## src/hdl/shc_defs.vh

```
`ifndef SHC_DEFS_VH
`define SHC_DEFS_VH

// Register map; byte addresses on the Wishbone bus.
`define SHC_ADDR_HOLD_CTRL 4'h0
`define SHC_ADDR_MODULE_STOP 4'h4
`define SHC_ADDR_STATUS 4'h8

// Hold-control register fields.
`define SHC_EN_LSB 2
`define SHC_EN_MSB 7
`define SHC_FSEL_LSB 0
`define SHC_FSEL_MSB 1
`define SHC_HOLD_CTRL_RESET 8'h00
`define SHC_MODULE_STOP_RESET 1'b0

// Hold delay in system clock cycles: the lower bound of each span.
`define SHC_HOLD_BASE 5'h02
`define SHC_HOLD_FS0 5'h03
`define SHC_HOLD_FS1 5'h04
`define SHC_HOLD_FS2 5'h06
`define SHC_HOLD_FS3 5'h0A

`define SHC_NCH 6

`endif

```

## src/hdl/shc_hold_ctrl.v

```verilog
// Functional notes
// (RULE1) Register bits 7..2 enable extended hold timing for channels 5..0, one bit each.
// (RULE2) Register bits 1..0 form a reset-zero frequency select that scales the extended hold.
// (RULE3) The hold-control register is readable and writable only while the module-stop bit is 0.
// (RULE4) Hold is 2 cycles when disabled, else 3, 4, 6 or 10 cycles for select 00, 01, 10, 11.
// (RULE5) Software picks enable and select by system clock range.
// (RULE6) Software must not pick a combination whose hold time leaves the SMBus range.
// (RULE7) Software should aim for a data hold between 300 ns and 1000 ns.
// (RULE8) Without SMBus needs, software leaves all bits at zero.
// (RULE9) Each channel counts system clocks from the clock-line fall and delays data changes.
`timescale 1ns/1ps
`include "shc_defs.vh"

module shc_hold_ctrl (
    // System.
    input wire clk_i,
    input wire rst_i,
    // Wishbone slave.
    input wire wb_cyc_i,
    input wire wb_stb_i,
    input wire wb_we_i,
    input wire [3:0] wb_adr_i,
    input wire [3:0] wb_sel_i,
    input wire [31:0] wb_dat_i,
    output reg [31:0] wb_dat_o,
    output reg wb_ack_o,
    output reg wb_err_o,
    // Channel clock lines and raw data outputs from the channel engines.
    input wire [5:0] scl_i,
    input wire [5:0] sda_raw_i,
    // Held data-line outputs.
    output reg [5:0] sda_o
);

    reg [7:0] smbus_hold_control;
    reg module_stop_bit;
    reg [5:0] scl_m;
    reg [5:0] scl_s;
    reg [5:0] scl_d;
    reg [5:0] sda_m;
    reg [5:0] sda_s;
    reg [29:0] cnt;
    reg [5:0] busy;
    reg [31:0] next_dat;
    reg next_err;
    wire req;
    wire [5:0] hold_ext_en_chan;
    wire [1:0] fsel;
    integer i;

    assign hold_ext_en_chan = smbus_hold_control[`SHC_EN_MSB:`SHC_EN_LSB]; // [RULE1]
    assign fsel = smbus_hold_control[`SHC_FSEL_MSB:`SHC_FSEL_LSB]; // [RULE2]
    assign req = wb_cyc_i & wb_stb_i & ~wb_ack_o & ~wb_err_o;

    // Returns the hold count for one channel from its enable and the shared select.
    function [4:0] hold_len;
        input en;
        input [1:0] fs;
        begin
            if (!en) begin
                hold_len = `SHC_HOLD_BASE; // [RULE4]
            end else begin
                case (fs)
                    2'h0: hold_len = `SHC_HOLD_FS0; // [RULE4]
                    2'h1: hold_len = `SHC_HOLD_FS1;
                    2'h2: hold_len = `SHC_HOLD_FS2;
                    default: hold_len = `SHC_HOLD_FS3;
                endcase
            end
        end
    endfunction

    // Combinational read mux and error decode.
    always @* begin
        next_dat = 32'h00000000;
        next_err = 1'b0;
        case (wb_adr_i)
            `SHC_ADDR_HOLD_CTRL: begin
                if (module_stop_bit) begin
                    next_err = 1'b1; // [RULE3]
                end else begin
                    next_dat = {24'h000000, smbus_hold_control};
                end
            end
            `SHC_ADDR_MODULE_STOP: next_dat = {31'h0000000, module_stop_bit};
            `SHC_ADDR_STATUS: next_dat = {26'h000000, busy};
            default: next_err = 1'b1;
        endcase
    end

    // Bus slave: one wait-free cycle, ack or err in the cycle after the request.
    always @(posedge clk_i) begin
        if (rst_i) begin
            smbus_hold_control <= `SHC_HOLD_CTRL_RESET;
            module_stop_bit <= `SHC_MODULE_STOP_RESET;
            wb_dat_o <= 32'h00000000;
            wb_ack_o <= 1'b0;
            wb_err_o <= 1'b0;
        end else begin
            wb_ack_o <= req & ~next_err;
            wb_err_o <= req & next_err;
            if (req) begin
                wb_dat_o <= wb_we_i ? 32'h00000000 : next_dat;
            end
            // A write lands at the edge at which the master samples ack high.
            if (wb_ack_o && wb_cyc_i && wb_stb_i && wb_we_i && wb_sel_i[0]) begin
                if (wb_adr_i == `SHC_ADDR_HOLD_CTRL) begin
                    smbus_hold_control <= wb_dat_i[7:0]; // [RULE3]
                end
                if (wb_adr_i == `SHC_ADDR_MODULE_STOP) begin
                    module_stop_bit <= wb_dat_i[0];
                end
            end
        end
    end

    // Pin synchronisers and per-channel hold counters.
    always @(posedge clk_i) begin
        if (rst_i) begin
            scl_m <= 6'h3F;
            scl_s <= 6'h3F;
            scl_d <= 6'h3F;
            sda_m <= 6'h3F;
            sda_s <= 6'h3F;
            cnt <= 30'h0000000;
            busy <= 6'h00;
            sda_o <= 6'h3F;
        end else begin
            scl_m <= scl_i;
            scl_s <= scl_m;
            scl_d <= scl_s;
            sda_m <= sda_raw_i;
            sda_s <= sda_m;
            for (i = 0; i < `SHC_NCH; i = i + 1) begin
                if (scl_d[i] && !scl_s[i]) begin
                    busy[i] <= 1'b1; // [RULE9]
                    cnt[i*5 +: 5] <= hold_len(hold_ext_en_chan[i], fsel) - 5'h01;
                end else if (busy[i]) begin
                    if (cnt[i*5 +: 5] == 5'h00) begin
                        busy[i] <= 1'b0;
                        sda_o[i] <= sda_s[i]; // [RULE9]
                    end else begin
                        cnt[i*5 +: 5] <= cnt[i*5 +: 5] - 5'h01;
                    end
                end else begin
                    sda_o[i] <= sda_s[i];
                end
            end
        end
    end

endmodule // shc_hold_ctrl

```

## config.mk

```make
export PLATFORM = sky130hd
export DESIGN_NAME = shc_hold_ctrl
export DESIGN_NICKNAME = d
export VERILOG_FILES = /design/src/hdl/shc_hold_ctrl.v
export VERILOG_INCLUDE_DIRS = /design/src /design/src/hdl
export SDC_FILE = /design/constraint.sdc
export NUM_CORES = 1
export LEC_CHECK = 0
export BUFFER_PORTS_ARGS = -buffer_cell sky130_fd_sc_hd__buf_2
export CORE_ASPECT_RATIO = 0.7
export CORE_MARGIN = 2
export CORE_UTILIZATION = 58
export CTS_CLUSTER_SIZE = 20
export DETAILED_ROUTE_END_ITERATION = 10
export PLACE_DENSITY = 0.86
export SLEW_MARGIN = 20
export SYNTH_ARGS = -nofsm -noshare
export SYNTH_HDL_FRONTEND = slang
export SYNTH_SLANG_ARGS = --single-unit
```

## constraint.sdc

```tcl
create_clock -name clk_i -period 6.4 [get_ports clk_i]
set_clock_uncertainty 0.1 [all_clocks]
set_input_delay 1.92 -clock clk_i [delete_from_list [all_inputs] [get_ports clk_i]]
set_output_delay 1.92 -clock clk_i [all_outputs]
set_load 0.02 [all_outputs]
```

; ---- After elaboration in Yosys (flattened, before gate mapping)
; Cells that the tools add are included.
[totals]
output_inout_bits = 40
romBits = 0
latch_bits = 0
inputBits = 57
ram_bits = 0
mem_count = 0
ff_bits = 115
[op_classes]
mux = 72
shifts = 0
reduce_logical = 45
div = 0
magnitude_cmp = 0
n_eq_ne = 16
addsub = 12
multipliers = 0
n_bitwise = 14
[ops]
columns = cell, n
row1 = $mux 5, 35
row2 = $sub 5x1->5 const B, 12
row3 = $mux 32, 1
row4 = $mux 1, 31
row5 = $logic_not 5->1, 6
row6 = $reduce_and 2->1, 14
row7 = $pmux 8 s3, 1
row8 = $ne 2x1->1 const B, 6
row9 = $ne 2x2->1 const B, 6
row10 = $pmux 4 s3, 1
row11 = $reduce_bool 2->1, 6
row12 = $logic_and 1x1->1, 10
row13 = $not 1->1, 9
row14 = $mux 8, 1
row15 = $logic_not 1->1, 6
row16 = $and 1x1->1, 5
row17 = $eq 4x3->1 const B, 1
row18 = $eq 4x4->1 const B, 1
row19 = $logic_not 4->1, 1
row20 = $mux 4, 1
row21 = $eq 2x1->1 const B, 1
row22 = $eq 2x2->1 const B, 1
row23 = $logic_not 2->1, 1
row24 = $pmux 1 s2, 1
row25 = $reduce_or 2->1, 1

; ---- Logic depth before layout (Yosys ltp)
; Gate-level depths: netlist (run 1).
[depth]
word_depth = 7
ltp_mapped = 9
mapped_depth_nobuf = 8

; ---- Worst setup path after synthesis (run 1)
; No wires, ideal clock.
[synth_timing]
path_type = input port to flip-flop
startpoint = input wb_adr_i[1]
endpoint = register smbus_hold_control[7]
stages = 5
setup_slack_ns = 3.310
t_arrival_ns = 2.862
n_path_buf = 0
cell_sequence = nor2_1 nand4_1 nor3_4 mux2i_1 nor2_1
[synth_between]
elab_chain_len = 2
[synth_rtl]
columns = element, line_no
row1 = start: declaration, shc_hold_ctrl.v:22  ; input wire [3:0] wb_adr_i,
row2 = $logic_not 4->1, n/a
row3 = $reduce_and 2->1 (no source line), n/a
row4 = end signal: assignment, shc_hold_ctrl.v:94  ; smbus_hold_control <= `SHC_HOLD_CTRL_RESET;
row5 = end signal: assignment, shc_hold_ctrl.v:108  ; smbus_hold_control <= wb_dat_i[7:0];
row6 = end: declaration, shc_hold_ctrl.v:35  ; reg [7:0] smbus_hold_control;
; Every way passes these cells.
; A chain may end at the register's enable or synchronous reset.

==> reports/results.ini, run 1 <==
[setup_path]
cp.buffers_inverters=3
cpPeakStageDelay_ns=0.57
required_ns=6.56
cp_max_fo=82
cp-start-kind=input pin
cpMaxStageDelayCell=buf_4
cpLargestDelayFamily=buffers and inverters
path_cells=buf_2 > buf_4 > inv_1 > nand3_1 > a21oi_1 > a31o_2
worstSetupEndpointType=flip-flop
crit-reg2reg-launch=smbus_hold_control[0]
crit_path_start=rst_i
arrival_ns=3.60
criticalPathCategory=in2reg

[timing]
tns_ns=0
maxSlewViolCount=0
setup_viol=0
relSlewSlack_pct=50.1
final.setup.worst_slack_ns=2.96
tightestPinTransition_ns=0.749
final-hold-violation-count=0
final.min_clock_period_ns=3.44
max_freq_ghz=0.291
min_period_over_period_pct=53.7
rsz0062_at_grt=false

[detailed_routing]
drt_wl_total_mm=8.64
detail_route.first_pass.iterations=5
drt-wirelength-per-cell_um=14.5
via_count=3366
drtIter0Drc=195
drc=0
postRouteAntennaNets=0
avgViaCountPerCell=5.66

[yosys]
synthMuxAreaShare_pct=4.33
synth_top_cell_by_area=dfxtp_1
async_flop_share_pct=0
synthAdderAreaFrac_pct=2.09
synth-xor-area-share_pct=2.30
ys_warn_count=0
synth_edf_count=0
yosys.area_share.simple_pct=25.3
synth_cell_types=57
yosysSeqAreaShare_pct=43.4
synth-seq-cells=91
synthFlopType=dfxtp_1
synth_top_family_by_area=simple AND/OR/NAND/NOR gates
synthesis.area_mm2=0.00419
synth_top_cells_by_count=dfxtp_1, a21oi_1, nor2_1
synth_top_area_share_pct=43.4
yosysMostFrequentCell=dfxtp_1
synth_compound_area_share_pct=15.5
yosys-top-cells-area=dfxtp_1, a21oi_1, or2_2
syn_avg_cell_area_um2=9.08
synthCells=462

[cts]
clk_path_buf_depth=2
clk_pin_slew_worst_paths_ns=0.08
cts_tree=yes
post-cts-setup-buffer-count=0
ctsHoldBuffers=0
cts.htree.levels=3
ctsRootBufferMaster=clkbuf_8
cts_sinks=91
postCtsResizedCells=0
clock_latency_ns=0.37
cts_buffers=9

[layout]
nets=560
num_antenna_cells=0
area_delta_synth_final_pct=10.2
final_layout_size_suffix_gt1_share_pct=22.2

[power]
comb_power_share_pct=10.9
p_per_area_mw_per_mm2=265
netSwitchingPower_uw=297
sw_frac_of_total_pct=24.3
p_int_uw=927
pwr-share-clk_pct=39.4
power_frac_seq_pct=49.7
peakVddDrop_v=0.000157
p_leak_uw=0.00184

[grt]
grt_pass1_vias=3066
grt.overflow.total=0
antenna_found_initial=0
grt.total_usage_pct=22.9
grt_max_degree=83
grt_pass1_wl_mm=14.3

[floorplan]
die_height_um=75.1
dieArea_mm2=0.00794
placementRows=25
initial_utilization_pct=60.9
ios=97
core_area_mm2=0.00688
die_x_um=106

[outcome]
status=completed

[worst_hold_path]
hp-start=scl_m[0]
min_path_type=reg2reg

[place]
dp_slack_ns=2.61
place_hpwl_mm=5.88
gp_congestion=0.881
port-buffer-count=45

[job]
maxCapViolations=0

[power groups by stage]
stage | Sequential, µW | Clock (µW) | Combinational, µW
global route | 611 | 514 | 149
finish | 608 | 483 | 133
detailed placement | 621 | 0 | 131
CTS | 608 | 491 | 132
global placement | 619 | 0 | 126
floorplan | 619 | 0 | 113
[path summary, 6_finish.rpt]
kind                                 end  slack (ns)  cells after the start
worst max-delay path              cnt[9]        2.96                      6
worst min-delay path            scl_s[0]        0.31                      1
worst max register to register    cnt[2]        4.01                      7
worst min register to register  scl_s[0]        0.31                      1
[logic make-up (layout without fill, tap and decap cells)]
family | Yosys count | after routing
buffers and inverters | 52 | 68
adder cells (fa/ha/maj) | 7 | 7
flip-flops | 91 | 91
AO/OA/AOI/OAI | 96 | 96
XOR/XNOR | 11 | 11
other | 1 | 24
AND/OR/NAND/NOR | 186 | 186
multiplexers | 18 | 18
[registers in the layout, summed over array words and instances (netlist names)]
register / cells
sda_s: 6
scl_d: 6
cnt: 30
sda_m: 6
wb_err_o: 1
smbus_hold_control: 8
busy: 6
module_stop_bit: 1
wb_ack_o: 1
scl_m: 6
sda_o: 6
wb_dat_o: 8
scl_s: 6
[layer usage]
layer,GRT usage [%],routed length [µm],vias up
met4,9.21,147,0
met2,36.8,3820,128
met3,5.28,648,18
li1,-,-,1658
met5,0,0,-
met1,30.5,4030,1562
[area by class of cell]
cell class | count | area, µm²
Inverter | 6 | 22.5
Fill cell | 574 | 2260
Clock buffer | 11 | 151
Sequential cell | 91 | 1820
Multi-Input combinational cell | 342 | 2170
Clock inverter | 5 | 108
Timing Repair Buffer | 46 | 233
Tap cell | 94 | 118
[per-stage QoR]
stage                     hold WS (ns)  util (%)  area, µm²  instances  total power (µW)
after CTS                        0.314      67.1       4620        595              1230
after global routing             0.325      67.1       4620        595              1270
after detailed placement         0.293      63.4       4360        579               752
after floorplan                  0.289         -       4280        485               732
final                            0.312      67.1       4620        595              1220
after global placement           0.290      63.4       4360        579               746
[cells in the final DEF (no fill, tap or decap), types with 7 or more instances in the layout]
cell type  synthesis  layout
nand3_1           19      19
o21ai_0            9       9
conb_1             1      24
or2_2             31      31
ha_1               7       7
clkbuf_8           0      11
nand2b_1           7       7
mux2i_1           17      17
nor2_1            36      36
and4b_1            9       9
and3_1             7       7
xnor2_1            7       7
nand4_1            8       8
nor2b_1            9       9
dfxtp_1           91      91
buf_2              5      45
a21oi_1           48      48
nand2_1           34      34
(Power assumes the default switching activity.)
==> inputs of run 2 (changes only) <==
--- a/config.mk
+++ b/config.mk
@@ -9,10 +9,10 @@
 export BUFFER_PORTS_ARGS = -buffer_cell sky130_fd_sc_hd__buf_2
 export CORE_ASPECT_RATIO = 0.7
 export CORE_MARGIN = 2
-export CORE_UTILIZATION = 58
+export CORE_UTILIZATION = 54
 export CTS_CLUSTER_SIZE = 20
 export DETAILED_ROUTE_END_ITERATION = 10
-export PLACE_DENSITY = 0.86
+export PLACE_DENSITY = 0.81
 export SLEW_MARGIN = 20
 export SYNTH_ARGS = -nofsm -noshare
 export SYNTH_HDL_FRONTEND = slang
==> constraint.sdc (replaced) <==
create_clock -name clk_i -period 3.6 [get_ports clk_i]
set_clock_uncertainty 0.1 [all_clocks]
set_input_delay 1.08 -clock clk_i [delete_from_list [all_inputs] [get_ports clk_i]]
set_output_delay 1.08 -clock clk_i [all_outputs]
set_load 0.02 [all_outputs]
==> reports/results.ini, run 2 (synthesis results as in run 1) <==
[layout]
largest_reg_flops=30  ; unchanged
nets=560  ; unchanged
final_layout_size_suffix_gt1_share_pct=22.0  ; -0.20 points
final_area_mm2=0.00459  ; -0.65%
layout_common_cells=dfxtp_1, a21oi_1, buf_2
nFillCells=652  ; +14%
area_delta_synth_final_pct=9.46
num_antenna_cells=0  ; unchanged
regArea_mm2=0.00182  ; unchanged
multi_input_area_mm2=0.00217  ; unchanged
final_common_cell=dfxtp_1
top_regs=cnt (30), smbus_hold_control (8), wb_dat_o (8)
regMostFlops=cnt

[power]
p_int_uw=1560  ; +68%
comb_power_share_pct=11.4  ; +0.5 points
pwr-share-clk_pct=36.9  ; -2.5 points
sw_frac_of_total_pct=25.5  ; +1.2 points
netSwitchingPower_uw=534  ; +79%
peakVddDrop_v=0.000313  ; +99%
p_per_area_mw_per_mm2=456  ; +72%
power_uw=2090  ; +71%
p_leak_uw=0.00182  ; -0.86%
power_frac_seq_pct=51.7  ; +2.0 points

[grt]
grt.overflow.total=0  ; unchanged
grt.total_usage_pct=22.5  ; -0.40 points
antenna_found_initial=0  ; unchanged
grt_max_degree=82  ; -1.2%
grt_pass1_wl_mm=14.7  ; +3.1%
grt_pass1_vias=3176  ; +3.6%

[floorplan]
initial_utilization_pct=56.5  ; -4.4 points
placementRows=26  ; +4.0%
ios=97  ; unchanged
die_height_um=77.7  ; +3.4%
die_x_um=109  ; +3.5%
core_area_mm2=0.00742  ; +7.8%
dieArea_mm2=0.00850  ; +7.1%

[cts]
cts_tree=yes
ctsHoldBuffers=0  ; unchanged
cts_sinks=91  ; unchanged
clk_pin_slew_worst_paths_ns=0.09  ; about the same
clock_latency_ns=0.37  ; about the same
cts_buffers=9  ; unchanged
ctsRootBufferMaster=clkbuf_8
clk_path_buf_depth=2  ; unchanged
cts.htree.levels=3  ; unchanged
postCtsResizedCells=0  ; unchanged
post-cts-setup-buffer-count=0  ; unchanged

[setup_path]
required_ns=3.77  ; -2.79 ns
criticalPathCategory=reg2reg
ff2ff_setup_slack_ns=1.03  ; -2.98 ns
crit-reg2reg-launch=smbus_hold_control[0]
cp-start-kind=flip-flop
worstSetupEndpointType=flip-flop
cpPeakStageDelay_ns=0.46  ; -0.11 ns
cpMaxStageDelayCell=or3b_2
arrival_ns=2.74  ; -0.86 ns
crit_path_start=smbus_hold_control[0]
cp_max_fo=9  ; -89%
rr_worst_depth=7  ; unchanged
path_cells=inv_1 > ha_1 > and3_1 > a21oi_1 > ha_1 > or3b_2 > a221oi_1
worst_path_most_repeated_cell=ha_1
worstReg2RegEnd=cnt[2]
critPathCapture=cnt[2]

[detailed_routing]
avgViaCountPerCell=5.59  ; -1.1%
via_count=3350  ; -0.48%
postRouteAntennaNets=0  ; unchanged
drc=0  ; unchanged
detail_route.first_pass.iterations=6  ; +1
drt_wl_total_mm=9.10  ; +5.4%
drtIter0Drc=181  ; -7.2%
drt-wirelength-per-cell_um=15.2  ; +4.7%

[timing]
final.min_clock_period_ns=2.57
tns_ns=0  ; unchanged
tightestPinTransition_ns=0.759  ; +0.0100 ns
min_period_over_period_pct=71.4
max_freq_ghz=0.389
whs_ns=0.313  ; +0.00178 ns
relSlewSlack_pct=49.4  ; -0.67 points
maxSlewViolCount=0  ; unchanged
rsz0062_at_grt=false
setup_viol=0  ; unchanged
final-hold-violation-count=0  ; unchanged

[worst_hold_path]
hp-start=sda_m[5]
min_path_cells=1  ; unchanged
min_path_type=reg2reg

[place]
gp_congestion=0.901  ; +2.3%
place_area_mm2=0.00437  ; +0.11%
place_hpwl_mm=6.05  ; +2.9%
port-buffer-count=45  ; unchanged

[outcome]
status=completed

[job]
maxCapViolations=0  ; unchanged

-- run 2: changes by cell type in the layout (fill, tap and decap cells not counted), sizes merged --
cell	previous run	this run
bufinv	3	2
inv	7	8
-- run 2: stage by stage --
stage | std cells | utilization [%] | setup WS [ns]
6_report | 599 | 61.9 | 1.03
5_1_grt | 599 | 61.9 | 0.934
4_1_cts | 599 | 61.9 | 1.02
3_5_place_dp | 583 | 58.9 | 0.935
3_3_place_gp | 583 | 58.9 | 0.986
2_1_floorplan | 485 | - | 1.35
-- run 2: worst min path at each step --
stage	to	slack (ns)
4_1_cts	sda_s[4]	0.31
2_1_floorplan	scl_s[0]	0.29
5_1_grt	sda_s[5]	0.32
3_5_place_dp	sda_s[4]	0.29
6_report	sda_s[5]	0.31
3_3_place_gp	scl_s[3]	0.29
-- run 2: power by group through the flow --
stage	Clock [µW]	Combinational, µW	Sequential [µW]
floorplan	0	200	1100
global placement	0	226	1100
detailed placement	0	235	1100
CTS	783	238	1080
global route	824	263	1090
finish	771	239	1080
-- run 2: area by class of cell --
type | count | share of cell area [%]
well taps | 98 | 2.67
flip-flops and latches | 91 | 39.7
multi-input cells | 342 | 47.2
clock inverters | 5 | 1.80
inverters | 6 | 0.491
clock buffers | 11 | 3.08
repair buffers | 46 | 5.07
-- run 2: critical path, delay by kind of cell, from the launching register on --
| kind | cells | cell delay [ns] |
|---|---|---|
| compound gates | 2 | 0.48 |
| fa+ha+maj | 2 | 0.66 |
| buf+inv | 1 | 0.07 |
| flops | 1 | 0.45 |
| simple gates | 2 | 0.70 |
-- run 2: layer usage --
metal | vias to the layer above | routed length, µm | track usage, % | part of all wire, %
met1 | 1565 | 4050 | 29.0 | 44
met5 | - | 0 | 0 | 0
met2 | 122 | 4250 | 35.9 | 47
li1 | 1649 | - | - | -
met3 | 14 | 652 | 6.22 | 7.2
met4 | 0 | 147 | 8.35 | 1.6
==> inputs of run 3 (changes only) <==
==> constraint.sdc (replaced) <==
create_clock -name clk_i -period 2.55 [get_ports clk_i]
set_clock_uncertainty 0.1 [all_clocks]
set_input_delay 0.765 -clock clk_i [delete_from_list [all_inputs] [get_ports clk_i]]
set_output_delay 0.765 -clock clk_i [all_outputs]
set_load 0.02 [all_outputs]
==> reports/results.ini, run 3 (synthesis results as in run 1) <==
[outcome]
status=completed

[setup_path]
crit_path_start=smbus_hold_control[0]
cp_max_fo=7  ; -2
cp-start-kind=flip-flop
arrival_ns=2.45  ; -0.29 ns
required_ns=2.72  ; -1.05 ns
crit-reg2reg-launch=smbus_hold_control[0]
criticalPathCategory=reg2reg
worstSetupEndpointType=flip-flop

[layout]
final_layout_size_suffix_gt1_share_pct=23.5  ; +1.6 points
largest_reg_flops=30  ; unchanged
top_regs=cnt (30), smbus_hold_control (8), wb_dat_o (8)
layout_common_cells=dfxtp_1, a21oi_1, buf_2
final_common_cell=dfxtp_1
num_antenna_cells=0  ; unchanged
nets=569  ; +1.6%
regMostFlops=cnt
utilization_pct=62.5  ; +0.59 points
area_delta_synth_final_pct=10.5

[cts]
ctsRootBufferMaster=clkbuf_8
cts_tree=yes
clk_pin_slew_worst_paths_ns=0.09  ; about the same
post-cts-setup-buffer-count=0  ; unchanged
cts.htree.levels=3  ; unchanged
clk_path_buf_depth=2  ; unchanged
ctsHoldBuffers=0  ; unchanged
postCtsResizedCells=0  ; unchanged
cts_buffers=9  ; unchanged
clock_latency_ns=0.37  ; about the same
cts_sinks=91  ; unchanged

[place]
place_hpwl_mm=6.39  ; +5.6%
gp_congestion=0.900  ; about the same
port-buffer-count=45  ; unchanged

[grt]
grtUsageMet1_pct=28.5  ; -0.47 points
met2_usage_pct=36.3  ; +0.43 points
grt.overflow.total=0  ; unchanged
grt_max_degree=30  ; -63%
grt_pass1_wl_mm=15.0  ; +1.8%
busiest_layer=met2
grt.total_usage_pct=22.4  ; -0.053 points
grt_pass1_vias=3291  ; +3.6%
antenna_found_initial=0  ; unchanged
grt_use_met3_pct=5.55  ; -0.67 points

[floorplan]
dieArea_mm2=0.00850  ; unchanged
die_x_um=109  ; unchanged
core_area_mm2=0.00742  ; unchanged
initial_utilization_pct=56.5  ; unchanged
ios=97  ; unchanged
die_height_um=77.7  ; unchanged
placementRows=26  ; unchanged

[detailed_routing]
drtIter0Drc=197  ; +8.8%
avgViaCountPerCell=5.65  ; +1.1%
postRouteAntennaNets=0  ; unchanged
via_count=3437  ; +2.6%
detail_route.first_pass.iterations=5  ; -1
drt_wl_total_mm=9.07  ; -0.37%
drc=0  ; unchanged
drt-wirelength-per-cell_um=14.9  ; -1.8%

[timing]
final-hold-violation-count=0  ; unchanged
tightestPinTransition_ns=0.620  ; -0.139 ns
tns_ns=0  ; unchanged
min_period_over_period_pct=89.4  ; +18 points
rsz0062_at_grt=false
relSlewSlack_pct=58.6  ; +9.2 points
maxSlewViolCount=0  ; unchanged
max_freq_ghz=0.439  ; +13%
setup_viol=0  ; unchanged
final.min_clock_period_ns=2.28  ; -0.290 ns

[power]
p_leak_uw=0.00185  ; +1.4%
peakVddDrop_v=0.000392  ; +25%
p_per_area_mw_per_mm2=616  ; +35%

[worst_hold_path]
min_path_type=reg2reg
hp-start=sda_m[4]

[job]
maxCapViolations=0  ; unchanged

==> run 3: cell types whose count changed in the layout (fill, tap and decap cells not counted) <==
cell,delta
clkinvlp_4,+2
inv_6,-1
clkinv_4,+2
clkbuf_1,-1
bufinv_16,-1
buf_4,+9
clkbuf_8,-1
==> run 3: final timing paths <==
path,endpoint,slack (ns),cells past startpoint
hold reg to reg,sda_s[4],0.31,1
setup reg to reg,cnt[9],0.27,7
setup / recovery,cnt[9],0.27,7
hold / removal,sda_s[4],0.31,1
==> run 3: worst max-delay path: stages (launching register included) <==
cell	delay, ns
dfxtp_1	0.45
inv_1	0.07
ha_1	0.43
and4b_1	0.27
a21oi_1	0.27
and4_1	0.30
a21oi_1	0.09
a31o_2	0.21
==> run 3: through the flow <==
stage / hold slack (ns) / total power [µW] / cell area, µm² / setup WS (ns) / std cells
4_1_cts: 0.318 / 2870 / 4630 / 0.326 / 608
3_3_place_gp: 0.292 / 1880 / 4430 / 0.447 / 592
6_report: 0.313 / 2860 / 4630 / 0.270 / 608
3_5_place_dp: 0.296 / 1900 / 4430 / 0.344 / 592
5_1_grt: 0.325 / 2980 / 4630 / 0.186 / 608
2_1_floorplan: 0.289 / 1840 / 4280 / 0.400 / 485
==> run 3: cell type report <==
type / count / area (µm²)
clock buffers: 9 / 124
clock inverters: 7 / 76.3
fillers: 633 / 2780
inverters: 6 / 22.5
multi-input cells: 342 / 2170
flip-flops and latches: 91 / 1820
well taps: 98 / 123
repair buffers: 55 / 300
==> run 3: layer usage <==
layer | vias up | part of all wire, %
met1 | 1621 | 45
li1 | 1669 | -
met4 | 0 | 1.9
met5 | - | 0
met2 | 128 | 46
met3 | 19 | 7.2
==> run 3: where the power goes <==
part,total (µW),switching [µW],internal [µW]
Sequential,1530,45.7,1480
Clock,985,527,458
Combinational,345,203,142
